### src/timer_sync_pkg.sv
// constants shared by the timer synchronisation block
package timer_sync_pkg;
	localparam int unsigned U1_CH_DEF = 8;
	localparam int unsigned U2_CH_DEF = 4;
	localparam int unsigned U1_CNT_W_DEF = 16;
	localparam int unsigned U2_CNT_W_DEF = 32;
	localparam int unsigned EV_N = 2;
	// hardware source vector: [3:0] triggers a..d, [5:4] events, [6] pin a, [7] pin b
	localparam int unsigned SRC_W = 8;
	localparam int unsigned SRC_EV_LSB = 4;
	localparam int unsigned SRC_PIN_A = 6;
	localparam int unsigned SRC_PIN_B = 7;
	// general group of the first unit is channels 0..5, special pair 6..7
	localparam int unsigned U1_GEN_N = 6;
	localparam int unsigned U1_SPEC_LSB = 6;
	// unit 1 map
	localparam logic [11:0] OFF_U1_START_A = 12'h000;
	localparam logic [11:0] OFF_U1_START_B = 12'h004;
	localparam logic [11:0] OFF_U1_COMMON_START = 12'h008;
	localparam logic [11:0] OFF_U1_SYNC_A = 12'h00c;
	localparam logic [11:0] OFF_U1_SYNC_B = 12'h010;
	localparam logic [11:0] OFF_U1_CTRL = 12'h014;
	localparam logic [11:0] OFF_U1_SPEC_CLR = 12'h018;
	localparam logic [11:0] OFF_U1_CNT_BASE = 12'h020;
	// unit 2 per-channel blocks, each a full copy of the shared registers
	localparam logic [11:0] OFF_U2_BASE = 12'h040;
	localparam int unsigned U2_STRIDE_LOG2 = 5;
	localparam logic [4:0] OFF_U2_START = 5'h00;
	localparam logic [4:0] OFF_U2_STOP = 5'h04;
	localparam logic [4:0] OFF_U2_CLEAR = 5'h08;
	localparam logic [4:0] OFF_U2_HW_START = 5'h0c;
	localparam logic [4:0] OFF_U2_HW_STOP = 5'h10;
	localparam logic [4:0] OFF_U2_HW_CLEAR = 5'h14;
	localparam logic [4:0] OFF_U2_CNT = 5'h18;
	// counter clear select field, two bits per channel
	localparam int unsigned CCS_W = 2;
	typedef enum logic [1:0] {
		CCS_NONE = 2'h0,
		CCS_OWN_MATCH = 2'h1,
		CCS_SYNC = 2'h2
	} ccs_t;
	// special clear source register fields
	localparam int unsigned SPC_SEL_LSB = 0;
	localparam int unsigned SPC_SEL_W = 4;
	localparam int unsigned SPC_EN6_BIT = 4;
	localparam int unsigned SPC_EN7_BIT = 5;
	localparam logic [3:0] SPC_SEL_MAX = 4'hb;
	localparam logic [7:0] RESET_ZERO = 8'h00;
endpackage

### src/unit2_channel.sv
// one channel of the second unit: source selects, run state and counter
`timescale 1ns/1ps
module unit2_channel #(
	parameter int unsigned CNT_W = 32
) (
	input wire logic pclk,
	input wire logic presetn,
	input wire logic sw_start,
	input wire logic sw_stop,
	input wire logic sw_clear,
	input wire logic wr_hw_start,
	input wire logic wr_hw_stop,
	input wire logic wr_hw_clear,
	input wire logic [timer_sync_pkg::SRC_W-1:0] wdata,
	input wire logic [timer_sync_pkg::SRC_W-1:0] src_pulse,
	output logic [timer_sync_pkg::SRC_W-1:0] unit2_hw_start_source_reg,
	output logic [timer_sync_pkg::SRC_W-1:0] unit2_hw_stop_source_reg,
	output logic [timer_sync_pkg::SRC_W-1:0] unit2_hw_clear_source_reg,
	output logic run_reg,
	output logic [CNT_W-1:0] unit2_channel_counter
);
	import timer_sync_pkg::*;
	logic hw_start;
	logic hw_stop;
	logic hw_clear;

	always_ff @(posedge pclk or negedge presetn) begin
		if (!presetn) begin
			unit2_hw_start_source_reg <= '0;
			unit2_hw_stop_source_reg <= '0;
			unit2_hw_clear_source_reg <= '0;
		end else begin
			if (wr_hw_start) unit2_hw_start_source_reg <= wdata;
			if (wr_hw_stop) unit2_hw_stop_source_reg <= wdata;
			if (wr_hw_clear) unit2_hw_clear_source_reg <= wdata;
		end
	end

	assign hw_start = |(unit2_hw_start_source_reg & src_pulse);
	assign hw_stop = |(unit2_hw_stop_source_reg & src_pulse);
	assign hw_clear = |(unit2_hw_clear_source_reg & src_pulse);

	always_ff @(posedge pclk or negedge presetn) begin
		if (!presetn) begin
			run_reg <= 1'b0;
		end else if (sw_stop || hw_stop) begin
			run_reg <= 1'b0;
		end else if (sw_start || hw_start) begin
			run_reg <= 1'b1;
		end
	end

	always_ff @(posedge pclk or negedge presetn) begin
		if (!presetn) begin
			unit2_channel_counter <= '0;
		end else if (sw_clear || hw_clear) begin
			unit2_channel_counter <= '0;
		end else if (run_reg) begin
			unit2_channel_counter <= unit2_channel_counter + 1'b1;
		end
	end
endmodule

### src/timer_sync.sv
// synchronised start, stop and clear for two multi-channel timer units
`timescale 1ns/1ps
// Summary of operation
// - In unit 1, a one written to a channel bit of a start register starts that counter, all such bits together.
// - The common start register of unit 1 starts general and special channels in one write.
// - In unit 1, a zero written to a channel bit of start register A or B stops that counter, all together; the common start register ignores zeros.
// - In unit 2, a one written to the shared start register through any copy starts those channels.
// - In unit 2, a one written to the shared stop register through any copy stops those channels; zero does nothing.
// - In unit 2, a one written to the shared clear register through any copy clears those counters at once.
// - In unit 1, the clear select field and sync registers pick a compare match that clears all participants together.
// - The special channels clear on the compare interrupt A to D of channel 0 to 2 chosen in their clear source register.
// - An event link start pulse sets the target channels' run bits in unit 1.
// - An event link restart pulse clears the target channels' counters in unit 1.
// - Unit 1 channels hit by the same event act in the same cycle.
// - Each unit 2 channel starts on any source picked in its hardware start select register.
// - Each unit 2 channel stops on any source picked in its hardware stop select register.
// - Each unit 2 channel clears on any source picked in its hardware clear select register.
module timer_sync #(
	parameter int unsigned U1_CH = timer_sync_pkg::U1_CH_DEF,
	parameter int unsigned U2_CH = timer_sync_pkg::U2_CH_DEF,
	parameter int unsigned U1_CNT_W = timer_sync_pkg::U1_CNT_W_DEF,
	parameter int unsigned U2_CNT_W = timer_sync_pkg::U2_CNT_W_DEF
) (
	input wire logic pclk,
	input wire logic presetn,
	input wire logic psel,
	input wire logic penable,
	input wire logic pwrite,
	input wire logic [11:0] paddr,
	input wire logic [31:0] pwdata,
	output logic [31:0] prdata,
	output logic pready,
	output logic pslverr,
	input wire logic [U1_CH*4-1:0] compare_match_interrupt,
	input wire logic [U1_CH-1:0] event_start_pulse,
	input wire logic [U1_CH-1:0] event_restart_pulse,
	input wire logic [timer_sync_pkg::EV_N-1:0] unit2_event_pulse,
	input wire logic external_trigger_a,
	input wire logic external_trigger_b,
	input wire logic external_trigger_c,
	input wire logic external_trigger_d,
	input wire logic [U2_CH-1:0] channel_pin_a,
	input wire logic [U2_CH-1:0] channel_pin_b,
	output logic [U1_CH-1:0] unit1_channel_run_bit,
	output logic [U1_CH*U1_CNT_W-1:0] unit1_channel_counter,
	output logic [U2_CH-1:0] unit2_run,
	output logic [U2_CH*U2_CNT_W-1:0] unit2_channel_counter
);
	import timer_sync_pkg::*;

	localparam int unsigned RAW_W = 4 + 2 * U2_CH;
	localparam int unsigned U2_SPAN = U2_CH << U2_STRIDE_LOG2;

	logic wr_en;
	logic [U1_CH-1:0] unit1_sync_mode_reg;
	logic [U1_CH*CCS_W-1:0] unit1_channel_control_reg;
	logic [7:0] special_channel_clear_source_reg;
	logic [RAW_W-1:0] raw_in;
	logic [RAW_W-1:0] sync1_reg;
	logic [RAW_W-1:0] sync2_reg;
	logic [RAW_W-1:0] sync3_reg;
	logic [RAW_W-1:0] rise;
	logic [U1_CH-1:0] u1_set;
	logic [U1_CH-1:0] u1_stop;
	logic [U1_CH-1:0] u1_clear;
	logic [U1_CH-1:0] own_match;
	logic sync_fire;
	logic spec_fire;
	logic in_u2;
	logic [11:0] u2_rel;
	logic [11:0] u2_ch_idx;
	logic [4:0] u2_off;
	logic u2_sw_wr_start;
	logic u2_sw_wr_stop;
	logic u2_sw_wr_clear;
	logic [U2_CH*SRC_W-1:0] u2_hw_start_regs;
	logic [U2_CH*SRC_W-1:0] u2_hw_stop_regs;
	logic [U2_CH*SRC_W-1:0] u2_hw_clear_regs;

	assign wr_en = psel && penable && pwrite;
	assign pready = 1'b1;

	// unit 2 decode: any channel's block reaches the shared registers
	assign in_u2 = (paddr >= OFF_U2_BASE) && (paddr < OFF_U2_BASE + U2_SPAN[11:0]);
	assign u2_rel = paddr - OFF_U2_BASE;
	assign u2_ch_idx = u2_rel >> U2_STRIDE_LOG2;
	assign u2_off = u2_rel[4:0];
	assign u2_sw_wr_start = wr_en && in_u2 && (u2_off == OFF_U2_START);
	assign u2_sw_wr_stop = wr_en && in_u2 && (u2_off == OFF_U2_STOP);
	assign u2_sw_wr_clear = wr_en && in_u2 && (u2_off == OFF_U2_CLEAR);

	// two-flop synchronisers, third stage only feeds the edge detector
	assign raw_in = {channel_pin_b, channel_pin_a, external_trigger_d, external_trigger_c,
		external_trigger_b, external_trigger_a};

	always_ff @(posedge pclk or negedge presetn) begin
		if (!presetn) begin
			sync1_reg <= '0;
			sync2_reg <= '0;
			sync3_reg <= '0;
		end else begin
			sync1_reg <= raw_in;
			sync2_reg <= sync1_reg;
			sync3_reg <= sync2_reg;
		end
	end

	assign rise = sync2_reg & ~sync3_reg;

	// unit 1 configuration registers
	always_ff @(posedge pclk or negedge presetn) begin
		if (!presetn) begin
			unit1_sync_mode_reg <= '0;
			unit1_channel_control_reg <= '0;
			special_channel_clear_source_reg <= RESET_ZERO;
		end else if (wr_en) begin
			if (paddr == OFF_U1_SYNC_A) unit1_sync_mode_reg[U1_GEN_N-1:0] <= pwdata[U1_GEN_N-1:0];
			if (paddr == OFF_U1_SYNC_B) unit1_sync_mode_reg[U1_CH-1:U1_SPEC_LSB] <= pwdata[U1_CH-U1_SPEC_LSB-1:0];
			if (paddr == OFF_U1_CTRL) unit1_channel_control_reg <= pwdata[U1_CH*CCS_W-1:0];
			if (paddr == OFF_U1_SPEC_CLR) special_channel_clear_source_reg <= pwdata[7:0];
		end
	end

	// special pair clears on one chosen compare interrupt of channels 0..2
	always_comb begin
		logic [SPC_SEL_W-1:0] sel;
		sel = special_channel_clear_source_reg[SPC_SEL_LSB +: SPC_SEL_W];
		spec_fire = (sel <= SPC_SEL_MAX) && compare_match_interrupt[sel];
	end

	// per-channel start, stop and clear requests
	always_comb begin
		u1_set = '0;
		u1_stop = '0;
		u1_clear = '0;
		own_match = '0;
		sync_fire = 1'b0;
		for (int i = 0; i < U1_CH; i++) begin
			own_match[i] = compare_match_interrupt[i*4] &&
				(unit1_channel_control_reg[i*CCS_W +: CCS_W] == CCS_OWN_MATCH);
			if (own_match[i] && unit1_sync_mode_reg[i]) sync_fire = 1'b1;
		end
		// start b bits sit at the bottom of the word; own loop keeps every index in range
		for (int unsigned j = 0; j < U1_CH - U1_SPEC_LSB; j++) begin
			if (wr_en && paddr == OFF_U1_START_B) begin
				u1_set[U1_SPEC_LSB+j] = pwdata[j];
				u1_stop[U1_SPEC_LSB+j] = !pwdata[j];
			end
		end
		for (int i = 0; i < U1_CH; i++) begin
			if (wr_en && paddr == OFF_U1_START_A && i < U1_GEN_N) begin
				u1_set[i] = pwdata[i];
				u1_stop[i] = !pwdata[i];
			end
			if (wr_en && paddr == OFF_U1_COMMON_START && pwdata[i]) u1_set[i] = 1'b1;
			if (event_start_pulse[i]) u1_set[i] = 1'b1;
			u1_clear[i] = own_match[i] || event_restart_pulse[i] ||
				(sync_fire && unit1_sync_mode_reg[i] &&
				unit1_channel_control_reg[i*CCS_W +: CCS_W] == CCS_SYNC);
		end
		if (spec_fire && special_channel_clear_source_reg[SPC_EN6_BIT]) u1_clear[U1_SPEC_LSB] = 1'b1;
		if (spec_fire && special_channel_clear_source_reg[SPC_EN7_BIT]) u1_clear[U1_SPEC_LSB+1] = 1'b1;
	end

	// unit 1 run bits and counters, one loop so every channel acts together
	for (genvar g = 0; g < U1_CH; g++) begin : g_u1
		always_ff @(posedge pclk or negedge presetn) begin
			if (!presetn) begin
				unit1_channel_run_bit[g] <= 1'b0;
			end else if (u1_stop[g]) begin
				unit1_channel_run_bit[g] <= 1'b0;
			end else if (u1_set[g]) begin
				unit1_channel_run_bit[g] <= 1'b1;
			end
		end

		always_ff @(posedge pclk or negedge presetn) begin
			if (!presetn) begin
				unit1_channel_counter[g*U1_CNT_W +: U1_CNT_W] <= '0;
			end else if (u1_clear[g]) begin
				unit1_channel_counter[g*U1_CNT_W +: U1_CNT_W] <= '0;
			end else if (unit1_channel_run_bit[g]) begin
				unit1_channel_counter[g*U1_CNT_W +: U1_CNT_W] <=
					unit1_channel_counter[g*U1_CNT_W +: U1_CNT_W] + 1'b1;
			end
		end
	end

	// unit 2 channels; shared strobes reach every channel in the same cycle
	for (genvar g = 0; g < U2_CH; g++) begin : g_u2
		logic [SRC_W-1:0] src;
		logic sel_ch;
		assign sel_ch = wr_en && in_u2 && (u2_ch_idx == g);
		assign src = {rise[4+U2_CH+g], rise[4+g], unit2_event_pulse, rise[3:0]};

		unit2_channel #(
			.CNT_W(U2_CNT_W)
		) u_ch (
			.pclk(pclk),
			.presetn(presetn),
			.sw_start(u2_sw_wr_start && pwdata[g]),
			.sw_stop(u2_sw_wr_stop && pwdata[g]),
			.sw_clear(u2_sw_wr_clear && pwdata[g]),
			.wr_hw_start(sel_ch && u2_off == OFF_U2_HW_START),
			.wr_hw_stop(sel_ch && u2_off == OFF_U2_HW_STOP),
			.wr_hw_clear(sel_ch && u2_off == OFF_U2_HW_CLEAR),
			.wdata(pwdata[SRC_W-1:0]),
			.src_pulse(src),
			.unit2_hw_start_source_reg(u2_hw_start_regs[g*SRC_W +: SRC_W]),
			.unit2_hw_stop_source_reg(u2_hw_stop_regs[g*SRC_W +: SRC_W]),
			.unit2_hw_clear_source_reg(u2_hw_clear_regs[g*SRC_W +: SRC_W]),
			.run_reg(unit2_run[g]),
			.unit2_channel_counter(unit2_channel_counter[g*U2_CNT_W +: U2_CNT_W])
		);
	end

	// read mux and error on unmapped addresses
	always_comb begin
		int unsigned ci;
		ci = 0;
		prdata = '0;
		pslverr = 1'b0;
		if (in_u2) begin
			ci = 32'(u2_ch_idx);
			unique case (u2_off)
				OFF_U2_START: prdata[U2_CH-1:0] = unit2_run;
				OFF_U2_STOP: prdata = '0;
				OFF_U2_CLEAR: prdata = '0;
				OFF_U2_HW_START: prdata[SRC_W-1:0] = u2_hw_start_regs[ci*SRC_W +: SRC_W];
				OFF_U2_HW_STOP: prdata[SRC_W-1:0] = u2_hw_stop_regs[ci*SRC_W +: SRC_W];
				OFF_U2_HW_CLEAR: prdata[SRC_W-1:0] = u2_hw_clear_regs[ci*SRC_W +: SRC_W];
				OFF_U2_CNT: prdata[U2_CNT_W-1:0] = unit2_channel_counter[ci*U2_CNT_W +: U2_CNT_W];
				default: pslverr = psel && penable;
			endcase
		end else if (paddr >= OFF_U1_CNT_BASE && paddr < OFF_U1_CNT_BASE + 12'(U1_CH*4) && paddr[1:0] == 2'h0) begin
			ci = 32'((paddr - OFF_U1_CNT_BASE) >> 2);
			prdata[U1_CNT_W-1:0] = unit1_channel_counter[ci*U1_CNT_W +: U1_CNT_W];
		end else begin
			unique case (paddr)
				OFF_U1_START_A: prdata[U1_GEN_N-1:0] = unit1_channel_run_bit[U1_GEN_N-1:0];
				OFF_U1_START_B: prdata[U1_CH-U1_SPEC_LSB-1:0] = unit1_channel_run_bit[U1_CH-1:U1_SPEC_LSB];
				OFF_U1_COMMON_START: prdata[U1_CH-1:0] = unit1_channel_run_bit;
				OFF_U1_SYNC_A: prdata[U1_GEN_N-1:0] = unit1_sync_mode_reg[U1_GEN_N-1:0];
				OFF_U1_SYNC_B: prdata[U1_CH-U1_SPEC_LSB-1:0] = unit1_sync_mode_reg[U1_CH-1:U1_SPEC_LSB];
				OFF_U1_CTRL: prdata[U1_CH*CCS_W-1:0] = unit1_channel_control_reg;
				OFF_U1_SPEC_CLR: prdata[7:0] = special_channel_clear_source_reg;
				default: pslverr = psel && penable;
			endcase
		end
	end
endmodule

### config.mk
export PLATFORM = sky130hd
export DESIGN_NAME = timer_sync
export DESIGN_NICKNAME = d
export VERILOG_FILES = /design/src/timer_sync_pkg.sv /design/src/unit2_channel.sv /design/src/timer_sync.sv
export SDC_FILE = /design/constraint.sdc
export NUM_CORES = 1
export LEC_CHECK = 0
export BUFFER_PORTS_ARGS = -buffer_cell sky130_fd_sc_hd__buf_4
export CORE_ASPECT_RATIO = 0.9
export CORE_MARGIN = 3
export CORE_UTILIZATION = 40
export CTS_BUF_LIST = sky130_fd_sc_hd__clkbuf_8
export CTS_CLUSTER_DIAMETER = 100
export DETAILED_ROUTE_END_ITERATION = 12
export GPL_TIMING_DRIVEN = 0
export HOLD_SLACK_MARGIN = 0.03
export PLACE_DENSITY = 0.61
export RECOVER_POWER = 25
export SETUP_SLACK_MARGIN = 0.4
export SYNTH_ARGS = -nofsm -noshare
export SYNTH_HDL_FRONTEND = slang
export SYNTH_SLANG_ARGS = --single-unit
### constraint.sdc
create_clock -name pclk -period 2.8 [get_ports pclk]
set_clock_uncertainty 0.2 [all_clocks]
set_input_delay 0.14 -clock pclk [delete_from_list [all_inputs] [get_ports pclk]]
set_output_delay 0.14 -clock pclk [all_outputs]
set_load 0.02 [all_outputs]
==> results of run 1 <==
-- layout make-up --
type	count	area, um2	share of cell area
Buffer	117	777	0.0241
Clock inverter	32	189	0.00585
Clock buffer	101	1390	0.0431
Sequential cell	432	10900	0.339
Timing Repair Buffer	654	5060	0.157
Tap cell	765	957	0.0297
Inverter	47	205	0.00636
Multi-Input combinational cell	1524	12700	0.395
Antenna cell	4	10.0	0.000310
-- cell families after synthesis --
family,after synthesis,share of synthesized area
compound gates,174,0.0570
xor+xnor,236,0.0893
fa+ha+maj,21,0.0114
buf+inv,164,0.0291
flops,432,0.467
mux,246,0.163
other cells,1,0.000162
simple gates,846,0.183
-- through the flow --
stage           TNS, ns  area (um2)  hold WS, ns  utilization  setup WS [ns]
2_1_floorplan         0       23400       -0.356            -          0.318
3_3_place_gp   -1354.15       27200       0.0491        0.477          -3.11
3_5_place_dp     -49.30       27300      -0.0587        0.479         -0.699
4_1_cts           -1.40       31600      -0.0599        0.553         -0.256
5_1_grt           -3.11       32300     -0.00525        0.565         -0.243
6_report         -0.899       32300     -0.00737        0.565         -0.216
-- synthesized netlist by cell type, types with 12 or more instances --
library cell,count,area share
nand3_1,88,0.019
nand4_1,83,0.022
nor2_1,312,0.051
o21ai_0,18,0.0039
nor2b_1,18,0.0049
and3_1,60,0.016
buf_2,23,0.0050
mux2i_1,13,0.0056
a22oi_1,32,0.010
a21oi_1,18,0.0039
inv_1,47,0.0076
buf_1,14,0.0023
xnor2_1,118,0.045
a222oi_1,13,0.0056
mux2_2,132,0.064
a22o_1,13,0.0049
a221o_1,12,0.0052
dfrtp_1,432,0.47
mux4_2,91,0.089
nor4_1,28,0.0076
and4_1,21,0.0079
clkbuf_1,72,0.012
ha_1,21,0.011
nand2_1,129,0.021
nor3_1,50,0.011
xor2_1,118,0.045
-- worst min-delay path by stage --
stage                            start                                   to  depth (start not counted)
CTS                          paddr[11]  special_channel_clear_source_reg[5]                          5
floorplan                      presetn                 g_u2[0].u_ch.run_reg                          0
detailed placement             presetn            unit1_channel_counter[24]                          1
global route                 paddr[11]  special_channel_clear_source_reg[5]                          5
finish                       paddr[11]  special_channel_clear_source_reg[5]                          5
global placement    external_trigger_d                         sync1_reg[3]                          1
-- power by group --
part	leakage (nW)	internal, W	switching (W)
Clock	0.889	0.00333	0.00281
Sequential	5.70	0.00632	0.0000816
Combinational	7.91	0.000502	0.000716
Total	14.5	0.0101	0.00361
-- per-layer routing --
metal / vias up / wire length, um / track usage / share of wire
met2: 1115 / 42100 / 0.453 / 0.45
met3: 206 / 8220 / 0.0707 / 0.088
met5: - / 42 / 0 / 0.00045
met1: 10900 / 39900 / 0.424 / 0.43
met4: 6 / 3270 / 0.103 / 0.035
li1: 9187 / - / - / -
-- worst max-delay path, cell delays in order (launching register included) --
cell,delay [ns]
dfrtp_1,0.48
mux4_2,0.49
mux2_4,0.30
a22o_1,0.21
a211o_1,0.33
buf_6,0.17
-- timing repair --
item,4_1_cts,5_1_grt
hold endpoints to repair,569,12
cloned,3,1
pin swaps,75,27
endpoints found under the setup margin,258,391
setup buffers,134,57
resized for setup,290,165
hold buffers,76,1
==> impl_metrics.xml, run 1 <==
<?xml version="1.0" encoding="UTF-8"?>
<metrics>
  <group name="setup_path">
    <metric name="crit_path_end_kind" unit="">output pin</metric>
    <metric name="crit_required" unit="ns">2.46</metric>
    <metric name="endpoint" unit="">prdata[3]</metric>
    <metric name="critical_path.startpoint" unit="">unit1_channel_counter[3]</metric>
    <metric name="timing_worst_setup_path_type" unit="">reg2out</metric>
    <metric name="worst-r2r-setup-slack" unit="ns">0.33</metric>
    <metric name="worst-path-max-fanout" unit="">7</metric>
    <metric name="regToRegStartpoint" unit="">special_channel_clear_source_reg[0]</metric>
    <metric name="crit-reg2reg-capture" unit="">unit1_channel_counter[113]</metric>
    <metric name="type_of_element_launching_the_critical_path" unit="">register</metric>
    <metric name="ff2ff_path_depth" unit="">7</metric>
    <metric name="worst_ep_arrival_time" unit="ns">2.68</metric>
  </group>
  <group name="hold_path">
    <metric name="classification_of_the_worst_slack_hold_path" unit="">in2reg</metric>
  </group>
  <group name="sta">
    <metric name="timing_hold_violations_final" unit="">4</metric>
    <metric name="finalCriticalPeriod" unit="ns">3.02</metric>
    <metric name="relSlewSlack" unit="">0.287</metric>
    <metric name="setup-violations-final" unit="">9</metric>
    <metric name="transition_at_the_pin_with_the_smallest_max_transition_slack" unit="ns">1.07</metric>
    <metric name="grt_setup_unrepaired" unit="">yes</metric>
    <metric name="final-max-slew-violation-count" unit="">0</metric>
    <metric name="setup_ws" unit="ns">-0.216</metric>
    <metric name="whs" unit="ns">-0.00737</metric>
    <metric name="timing.fmax" unit="MHz">332</metric>
    <metric name="period_share" unit="">1.08</metric>
  </group>
  <group name="cts">
    <metric name="cts_buffers" unit="">77</metric>
    <metric name="h-tree-depth" unit="">3</metric>
    <metric name="clkSinkCount" unit="">432</metric>
    <metric name="clk_pin_slew_worst_paths" unit="ns">0.06</metric>
    <metric name="clock_tree_root_driver_cell" unit="">clkbuf_8</metric>
    <metric name="clockBufferDepth" unit="">3</metric>
    <metric name="clk-insertion-delay-late" unit="ns">0.70</metric>
    <metric name="cts_tree" unit="">yes</metric>
  </group>
  <group name="synthesis">
    <metric name="synth_enable_flop_cells" unit="">0</metric>
    <metric name="synth_seq_area_share" unit="">0.467</metric>
    <metric name="syn-mean-instance-area" unit="um2">10.9</metric>
    <metric name="ys_seq_elements" unit="">432</metric>
    <metric name="synth_nets" unit="">2252</metric>
    <metric name="yosys_most_used_dff" unit="">dfrtp_1</metric>
    <metric name="synth_async_sr_flop_share" unit="">1.00</metric>
    <metric name="synth.lib_cells_used.distinct" unit="">63</metric>
    <metric name="synth-warning-count" unit="">0</metric>
    <metric name="syn_inst_count" unit="">2120</metric>
    <metric name="syn-cell-area" unit="um2">23100</metric>
  </group>
  <group name="die">
    <metric name="die_width" unit="um">260</metric>
    <metric name="fp-row-count" unit="">83</metric>
    <metric name="ioPinCount" unit="">413</metric>
    <metric name="effective_utilization_at_floorplan" unit="">0.405</metric>
    <metric name="area_inside_the_core_boundary" unit="um2">57100</metric>
    <metric name="dieHeight" unit="um">234</metric>
    <metric name="die_area" unit="um2">60800</metric>
  </group>
  <group name="layout">
    <metric name="syn2layout_area_growth" unit="%">39.4</metric>
    <metric name="instances_no_fill" unit="">3676</metric>
    <metric name="final_nets" unit="">2985</metric>
    <metric name="post_route_cells_drive_above_1_share" unit="">0.408</metric>
    <metric name="mostFrequentLayoutCell" unit="">buf_4</metric>
    <metric name="final_cell_mix" unit="">471 x buf_4, 334 x dfrtp_1, 272 x nor2_1</metric>
    <metric name="final.fill_count" unit="">5000</metric>
    <metric name="layout_top_registers" unit="">g_u2.u_ch.unit2_channel_counter x128, unit1_channel_counter x128</metric>
  </group>
  <group name="global_route">
    <metric name="first_global_vias" unit="">20500</metric>
    <metric name="final_global_route_overflow_total" unit="">0</metric>
    <metric name="grt.total_usage" unit="">0.300</metric>
    <metric name="antenna_found_initial" unit="">7</metric>
    <metric name="grt_max_degree" unit="">121</metric>
    <metric name="grt_first_pass_wirelength" unit="mm">135</metric>
  </group>
  <group name="placement">
    <metric name="place.detailed.instances" unit="">3267</metric>
    <metric name="number_of_i_o_port_buffers" unit="">378</metric>
    <metric name="gpl.final_weighted_congestion" unit="">0.973</metric>
    <metric name="dp.final_hpwl" unit="mm">67.4</metric>
  </group>
  <group name="pwr">
    <metric name="power-per-cell-area" unit="nW/um2">426</metric>
    <metric name="total_power" unit="W">0.0138</metric>
    <metric name="vdd_ir_drop_max" unit="mV">0.405</metric>
    <metric name="leakagePower" unit="nW">14.5</metric>
  </group>
  <group name="outcome">
    <metric name="failed_checks" unit="">negative hold slack, negative setup slack</metric>
    <metric name="run_status" unit="">complete, but fails checks</metric>
  </group>
  <group name="drt">
    <metric name="dr.pass1.iters" unit="">6</metric>
    <metric name="drt_iter0_markers" unit="">2232</metric>
    <metric name="totalWireLength" unit="mm">93.6</metric>
    <metric name="postRouteAntennaNets" unit="">0</metric>
    <metric name="average_wire_length_per_cell_after_detail_routing" unit="um">25.5</metric>
    <metric name="detail_route.drc_violations" unit="">0</metric>
    <metric name="detailroute.via_count" unit="">21400</metric>
    <metric name="routed_via_density" unit="">5.82</metric>
  </group>
  <group name="flow_run">
    <metric name="count_of_maximum_capacitance_violations" unit="">0</metric>
  </group>
</metrics>
(Power assumes the default switching activity.)
==> inputs of run 2 (changes only) <==
Settings changed: CORE_UTILIZATION 40 to 53, PLACE_DENSITY 0.61 to 0.77, REMOVE_ABC_BUFFERS set to 1.
==> impl_metrics.xml, run 2 (synthesis gave the netlist of run 1 again) <==
<?xml version="1.0" encoding="UTF-8"?>
<metrics>
  <group name="setup_path">
    <metric name="endpoint" unit="">prdata[3]</metric>
    <metric name="critical_path.startpoint" unit="">unit1_channel_counter[51]</metric>
    <metric name="regToRegStartpoint" unit="">special_channel_clear_source_reg[0]</metric>
    <metric name="crit_path_end_kind" unit="">output pin</metric>
    <metric name="worst-path-max-fanout" unit="">3</metric>
    <metric name="crit_required" unit="ns">2.46</metric>
    <metric name="worst-r2r-setup-slack" unit="ns">0.33</metric>
    <metric name="crit-reg2reg-capture" unit="">unit1_channel_counter[98]</metric>
    <metric name="type_of_element_launching_the_critical_path" unit="">register</metric>
    <metric name="timing_worst_setup_path_type" unit="">reg2out</metric>
    <metric name="ff2ff_path_depth" unit="">6</metric>
    <metric name="worst_ep_arrival_time" unit="ns">2.57</metric>
  </group>
  <group name="cts">
    <metric name="clock_tree_root_driver_cell" unit="">clkbuf_8</metric>
    <metric name="h-tree-depth" unit="">3</metric>
    <metric name="clk_pin_slew_worst_paths" unit="ns">0.06</metric>
    <metric name="cts_buffers" unit="">72</metric>
    <metric name="clockBufferDepth" unit="">3</metric>
    <metric name="clk-insertion-delay-late" unit="ns">0.67</metric>
    <metric name="cts_hold_buf" unit="">88</metric>
    <metric name="clkSinkCount" unit="">432</metric>
    <metric name="cts_tree" unit="">yes</metric>
  </group>
  <group name="global_route">
    <metric name="globalRoute.busiestLayer" unit="">met2</metric>
    <metric name="final_global_route_overflow_total" unit="">0</metric>
    <metric name="grtUsageMet3" unit="">0.102</metric>
    <metric name="groute.layer.met1.usage" unit="">0.465</metric>
    <metric name="grt_first_pass_wirelength" unit="mm">125</metric>
    <metric name="grt.total_usage" unit="">0.358</metric>
    <metric name="antenna_found_initial" unit="">6</metric>
    <metric name="grt_max_degree" unit="">129</metric>
    <metric name="first_global_vias" unit="">20600</metric>
    <metric name="groute.layer.met2.usage" unit="">0.563</metric>
  </group>
  <group name="sta">
    <metric name="setup_ws" unit="ns">-0.109</metric>
    <metric name="relSlewSlack" unit="">0.0749</metric>
    <metric name="setup-violations-final" unit="">7</metric>
    <metric name="whs" unit="ns">-0.115</metric>
    <metric name="finalCriticalPeriod" unit="ns">2.91</metric>
    <metric name="timing_hold_violations_final" unit="">85</metric>
    <metric name="period_share" unit="">1.04</metric>
    <metric name="grt_setup_unrepaired" unit="">yes</metric>
    <metric name="fin_tns_setup" unit="ns">-0.363</metric>
    <metric name="timing.fmax" unit="MHz">344</metric>
    <metric name="transition_at_the_pin_with_the_smallest_max_transition_slack" unit="ns">1.39</metric>
    <metric name="final-max-slew-violation-count" unit="">0</metric>
  </group>
  <group name="pwr">
    <metric name="total_power" unit="W">0.0132</metric>
    <metric name="power_share_of_the_clock_group" unit="">0.430</metric>
    <metric name="power_share_of_the_sequential_group" unit="">0.484</metric>
    <metric name="internal_power" unit="W">0.00981</metric>
    <metric name="vdd_ir_drop_max" unit="mV">0.447</metric>
    <metric name="power-per-cell-area" unit="nW/um2">424</metric>
    <metric name="switching_share" unit="">0.257</metric>
    <metric name="p_sw" unit="W">0.00339</metric>
    <metric name="leakagePower" unit="nW">14.2</metric>
    <metric name="share_comb_of_total_power" unit="">0.086</metric>
  </group>
  <group name="placement">
    <metric name="dp.final_hpwl" unit="mm">56.6</metric>
    <metric name="number_of_i_o_port_buffers" unit="">380</metric>
    <metric name="gpl.final_weighted_congestion" unit="">0.955</metric>
  </group>
  <group name="drt">
    <metric name="routed_via_density" unit="">6.45</metric>
    <metric name="drt_iter0_markers" unit="">2603</metric>
    <metric name="detail_route.drc_violations" unit="">0</metric>
    <metric name="detailroute.via_count" unit="">21400</metric>
    <metric name="postRouteAntennaNets" unit="">0</metric>
    <metric name="average_wire_length_per_cell_after_detail_routing" unit="um">26.0</metric>
    <metric name="dr.pass1.iters" unit="">7</metric>
    <metric name="totalWireLength" unit="mm">86.2</metric>
  </group>
  <group name="die">
    <metric name="area_inside_the_core_boundary" unit="um2">42500</metric>
    <metric name="effective_utilization_at_floorplan" unit="">0.545</metric>
    <metric name="dieHeight" unit="um">204</metric>
    <metric name="fp-row-count" unit="">71</metric>
    <metric name="die_width" unit="um">226</metric>
    <metric name="ioPinCount" unit="">413</metric>
    <metric name="die_area" unit="um2">46200</metric>
  </group>
  <group name="layout">
    <metric name="syn2layout_area_growth" unit="%">34.6</metric>
    <metric name="final_cell_mix" unit="">506 x buf_4, 319 x dfrtp_1, 294 x nor2_1</metric>
    <metric name="post_route_cells_drive_above_1_share" unit="">0.406</metric>
    <metric name="final_util" unit="">0.734</metric>
    <metric name="layout_top_registers" unit="">g_u2.u_ch.unit2_channel_counter x128, unit1_channel_counter x128</metric>
    <metric name="final_nets" unit="">2853</metric>
    <metric name="mostFrequentLayoutCell" unit="">buf_4</metric>
    <metric name="final.fill_count" unit="">2834</metric>
  </group>
  <group name="flow_run">
    <metric name="count_of_maximum_capacitance_violations" unit="">0</metric>
  </group>
  <group name="hold_path">
    <metric name="classification_of_the_worst_slack_hold_path" unit="">in2async</metric>
  </group>
  <group name="outcome">
    <metric name="run_status" unit="">complete, but fails checks</metric>
    <metric name="failed_checks" unit="">negative hold slack, negative setup slack</metric>
  </group>
</metrics>
## run 2: changes by cell type in the layout (fill, tap and decap cells not counted), sizes merged
cell           before  now
dlymetal6s4s        0    1
clkinv              9    3
clkdlybuf4s15       2    0
dlygate4sd3        77   87
clkbuf            256  108
bufbuf              0    1
diode               4    5
clkinvlp            2    5
a221o              12   14
## run 2: timing repair
action                     CTS  global route
buffers inserted           118            41
gates resized for setup    213            92
hold endpoints to repair   584            85
pin swaps                   33            46
setup endpoints to repair  309           309
cloned                       2             3
## run 2: per-layer routing
layer | share of wire | wire length (um) | vias up
met5 | 0.00015 | 13 | -
met1 | 0.36 | 31300 | 10600
met4 | 0.051 | 4400 | 2
li1 | - | - | 8909
met3 | 0.12 | 10600 | 360
met2 | 0.46 | 39900 | 1567
## run 2: final cells by class
cell class	instances	area, um2	share of cell area
diodes	5	12.5	0.000402
clock buffers	92	1270	0.0406
clock inverters	29	168	0.00538
inverters	47	184	0.00590
multi-input cells	1526	12500	0.402
flip-flops and latches	432	11000	0.352
well taps	547	684	0.0220
repair buffers	642	5350	0.172
## run 2: power groups by stage
stage | clock network (W) | registers (W) | logic, W
final | 0.00568 | 0.00639 | 0.00113
after global routing | 0.00601 | 0.00639 | 0.00120
after CTS | 0.00574 | 0.00639 | 0.00106
after detailed placement | 0 | 0.00653 | 0.000850
after global placement | 0 | 0.00653 | 0.000806
after floorplan | 0 | 0.00655 | 0.000259
## run 2: critical path, cell delays in order, from the launching register on
cell,delay (ns)
dfrtp_2,0.43
mux4_2,0.49
mux2_4,0.32
a22o_1,0.24
a211o_1,0.28
buf_6,0.15
## run 2: worst min path at each step
stage | from | to | slack [ns]
global placement | channel_pin_b[0] | sync1_reg[8] | 0.05
global route | presetn | unit1_channel_counter[46] | -0.06
finish | presetn | unit1_channel_counter[46] | -0.11
CTS | presetn | unit1_channel_counter[42] | -0.11
detailed placement | presetn | unit1_channel_counter[46] | -0.009
floorplan | presetn | g_u2[0].u_ch.run_reg | -0.36
## run 2: stage by stage
step | cell area, um2 | worst slack [ns] | std cells
4_1_cts | 30400 | -0.160 | 3271
3_3_place_gp | 26200 | -2.94 | 2930
5_1_grt | 31100 | -0.137 | 3319
6_report | 31200 | -0.109 | 3320
2_1_floorplan | 22600 | -0.188 | 2003
3_5_place_dp | 26400 | -1.57 | 2942
==> inputs of run 3 (changes only) <==
Settings changed: ABC_AREA set to 1, CORE_UTILIZATION 53 to 54, PLACE_DENSITY 0.77 to 0.78, TNS_END_PERCENT set to 10.
==> impl_metrics.xml, run 3 <==
<?xml version="1.0" encoding="UTF-8"?>
<metrics>
  <group name="outcome">
    <metric name="run_status" unit="">complete, but fails checks</metric>
    <metric name="failed_checks" unit="">negative hold slack</metric>
  </group>
  <group name="die">
    <metric name="area_inside_the_core_boundary" unit="um2">46800</metric>
    <metric name="effective_utilization_at_floorplan" unit="">0.550</metric>
    <metric name="dieHeight" unit="um">213</metric>
    <metric name="die_width" unit="um">236</metric>
    <metric name="ioPinCount" unit="">413</metric>
    <metric name="die_area" unit="um2">50300</metric>
    <metric name="fp-row-count" unit="">75</metric>
  </group>
  <group name="global_route">
    <metric name="first_global_vias" unit="">25900</metric>
    <metric name="grt_first_pass_wirelength" unit="mm">152</metric>
    <metric name="final_global_route_overflow_total" unit="">0</metric>
    <metric name="antenna_found_initial" unit="">3</metric>
    <metric name="grt.total_usage" unit="">0.389</metric>
    <metric name="grt_max_degree" unit="">110</metric>
  </group>
  <group name="synthesis">
    <metric name="syn-cell-area" unit="um2">25700</metric>
    <metric name="yosysTopAreaCellShare" unit="">0.420</metric>
    <metric name="synth_async_sr_flop_share" unit="">1.00</metric>
    <metric name="yosys.cell_count.top_type" unit="">nand2_1</metric>
    <metric name="yosys_most_used_dff" unit="">dfrtp_1</metric>
    <metric name="cell_type_contributing_the_most_total_cell_area_after_synthesis" unit="">dfrtp_1</metric>
    <metric name="yosys.area_share.xor_xnor" unit="">0.0388</metric>
    <metric name="combinational_family_with_the_most_area_after_synthesis" unit="">simple AND/OR/NAND/NOR gates</metric>
    <metric name="synth-warning-count" unit="">0</metric>
    <metric name="yosys.area_share.simple" unit="">0.355</metric>
    <metric name="synth-compound-area-share" unit="">0.0940</metric>
    <metric name="syn-mean-instance-area" unit="um2">6.99</metric>
    <metric name="synthTopCellsByCount" unit="">1018 x nand2_1, 539 x nor2_1, 432 x dfrtp_1</metric>
    <metric name="synth_seq_area_share" unit="">0.420</metric>
    <metric name="synth.lib_cells_used.distinct" unit="">50</metric>
    <metric name="synth_mux_area_frac" unit="">0.00506</metric>
    <metric name="synth-adder-area-share" unit="">0.0102</metric>
    <metric name="top_cells_by_area_synth" unit="">dfrtp_1 42%, nand2_1 15%, nor2_1 7.9%, nand3_1 6.5%, inv_1 5.0%</metric>
    <metric name="synth_enable_flop_cells" unit="">0</metric>
    <metric name="syn_inst_count" unit="">3681</metric>
    <metric name="ys_seq_elements" unit="">432</metric>
  </group>
  <group name="cts">
    <metric name="clk-insertion-delay-late" unit="ns">0.68</metric>
    <metric name="clockBufferDepth" unit="">3</metric>
    <metric name="clock_tree_root_driver_cell" unit="">clkbuf_8</metric>
    <metric name="clk_pin_slew_worst_paths" unit="ns">0.06</metric>
    <metric name="cts_tree" unit="">yes</metric>
    <metric name="cts_buffers" unit="">76</metric>
    <metric name="clkSinkCount" unit="">432</metric>
    <metric name="h-tree-depth" unit="">3</metric>
  </group>
  <group name="setup_path">
    <metric name="crit-reg2reg-capture" unit="">g_u2[1].u_ch.unit2_channel_counter[10]</metric>
    <metric name="cell_chain_critical_path" unit="">buf_4 &gt; nand2_4 &gt; inv_6 &gt; nand2_1 &gt; nor2_4 &gt; buf_12 &gt; dlygate4sd3_1 &gt; nand3_1 &gt; nand2_1</metric>
    <metric name="cpPeakStageDelay" unit="ns">1.28</metric>
    <metric name="ff2ff_path_depth" unit="">9</metric>
    <metric name="timing_worst_setup_path_type" unit="">in2reg</metric>
    <metric name="endpoint" unit="">g_u2[1].u_ch.unit2_hw_start_source_reg[6]</metric>
    <metric name="critPathSlowestCell" unit="">dlygate4sd3_1</metric>
    <metric name="type_of_element_launching_the_critical_path" unit="">input pin</metric>
    <metric name="critical_path.startpoint" unit="">paddr[3]</metric>
    <metric name="worst_ep_arrival_time" unit="ns">2.94</metric>
    <metric name="worst-r2r-setup-slack" unit="ns">0.34</metric>
    <metric name="worst-path-max-fanout" unit="">26</metric>
    <metric name="regToRegStartpoint" unit="">sync2_reg[1]</metric>
    <metric name="crit_path_end_kind" unit="">register</metric>
    <metric name="timing.critical_path.mode_cell" unit="">nand2_1</metric>
    <metric name="crit_required" unit="ns">3.20</metric>
  </group>
  <group name="sta">
    <metric name="final-max-slew-violation-count" unit="">0</metric>
    <metric name="fin_tns_setup" unit="ns">0</metric>
    <metric name="finalCriticalPeriod" unit="ns">2.54</metric>
    <metric name="setup-violations-final" unit="">0</metric>
    <metric name="timing_hold_violations_final" unit="">1</metric>
    <metric name="grt_setup_unrepaired" unit="">yes</metric>
    <metric name="timing.fmax" unit="MHz">394</metric>
    <metric name="transition_at_the_pin_with_the_smallest_max_transition_slack" unit="ns">1.09</metric>
    <metric name="period_share" unit="">0.907</metric>
    <metric name="relSlewSlack" unit="">0.268</metric>
    <metric name="whs" unit="ns">-0.00178</metric>
  </group>
  <group name="drt">
    <metric name="routed_via_density" unit="">5.88</metric>
    <metric name="dr.pass1.iters" unit="">6</metric>
    <metric name="detail_route.drc_violations" unit="">0</metric>
    <metric name="drt_iter0_markers" unit="">3688</metric>
    <metric name="totalWireLength" unit="mm">101</metric>
    <metric name="average_wire_length_per_cell_after_detail_routing" unit="um">20.8</metric>
    <metric name="detailroute.via_count" unit="">28600</metric>
    <metric name="postRouteAntennaNets" unit="">0</metric>
  </group>
  <group name="placement">
    <metric name="place.detailed.instances" unit="">4546</metric>
    <metric name="number_of_i_o_port_buffers" unit="">380</metric>
    <metric name="gpl.final_weighted_congestion" unit="">0.971</metric>
    <metric name="dp.final_hpwl" unit="mm">69.5</metric>
  </group>
  <group name="pwr">
    <metric name="vdd_ir_drop_max" unit="mV">0.428</metric>
    <metric name="leakagePower" unit="nW">16.0</metric>
    <metric name="power-per-cell-area" unit="nW/um2">462</metric>
    <metric name="total_power" unit="W">0.0152</metric>
  </group>
  <group name="layout">
    <metric name="final_cell_mix" unit="">995 x nand2_1, 512 x nor2_1, 451 x buf_4</metric>
    <metric name="final_nets" unit="">4330</metric>
    <metric name="layout_top_registers" unit="">g_u2.u_ch.unit2_channel_counter x128, unit1_channel_counter x128</metric>
    <metric name="instances_no_fill" unit="">4873</metric>
    <metric name="final_util" unit="">0.703</metric>
    <metric name="syn2layout_area_growth" unit="%">27.9</metric>
    <metric name="mostFrequentLayoutCell" unit="">nand2_1</metric>
    <metric name="post_route_cells_drive_above_1_share" unit="">0.193</metric>
  </group>
  <group name="flow_run">
    <metric name="count_of_maximum_capacitance_violations" unit="">0</metric>
  </group>
  <group name="hold_path">
    <metric name="classification_of_the_worst_slack_hold_path" unit="">in2reg</metric>
  </group>
</metrics>
-- run 3: layout make-up --
type	count	area [um2]
fillers	4021	13900
multi-input cells	2756	13500
flip-flops and latches	432	10900
repair buffers	572	4790
inverters	358	1400
clock buffers	99	1360
well taps	616	771
clock inverters	36	190
repair inverters	2	13.8
diodes	2	5.00
-- run 3: worst min path at each step --
stage,cells after the start,from,slack [ns],to
after floorplan,0,presetn,-0.36,g_u2[0].u_ch.run_reg
after global placement,1,channel_pin_a[2],0.05,sync1_reg[6]
after detailed placement,1,presetn,-0.14,unit1_channel_counter[5]
after CTS,6,paddr[0],0.04,g_u2[1].u_ch.unit2_hw_clear_source_reg[3]
after global routing,6,compare_match_interrupt[24],0.04,unit1_channel_counter[107]
final,6,compare_match_interrupt[24],-0.002,unit1_channel_counter[106]
-- run 3: metal layers --
layer	vias to the layer above	track usage	wire length, um
met1	13400	0.559	39900
met3	336	0.0896	13300
li1	13000	-	-
met5	-	0	17
met2	1902	0.570	43300
met4	2	0.161	4740
-- run 3: worst max-delay path: cells and delay by family --
family        cells  cell delay (ns)
buf+inv           4             1.90
simple gates      5             0.86
-- run 3: cell families (layout without fill, tap and decap cells) --
logic type	after synthesis	after routing
xor gates and xnor gates	114	114
DFF	432	432
other	1	3
and+or+nand+nor	2157	2161
buffers and inverters	497	1067
AOI/OAI and AO/OA	447	447
adders and majority gates	21	21
muxes	12	12
-- run 3: what timing repair did --
action	4_1_cts	5_1_grt
setup endpoints to repair	339	320
pin swaps	35	9
gates cloned	7	1
resized for setup	232	46
buffers inserted	78	13
hold buffers	90	1
hold endpoints to repair	596	16
-- run 3: per-stage QoR --
stage          area, um2  hold slack [ns]  setup slack, ns
2_1_floorplan      25100           -0.356           -0.239
3_3_place_gp       28700           0.0496            -3.16
3_5_place_dp       29000           -0.140            -1.51
4_1_cts            32700           0.0368            0.256
5_1_grt            32900           0.0365            0.209
6_report           32900         -0.00178            0.260
-- run 3: power breakdown --
part	internal [W]	switching, W
combinational	0.000819	0.00149
sequential	0.00648	0.000376
clock	0.00326	0.00279
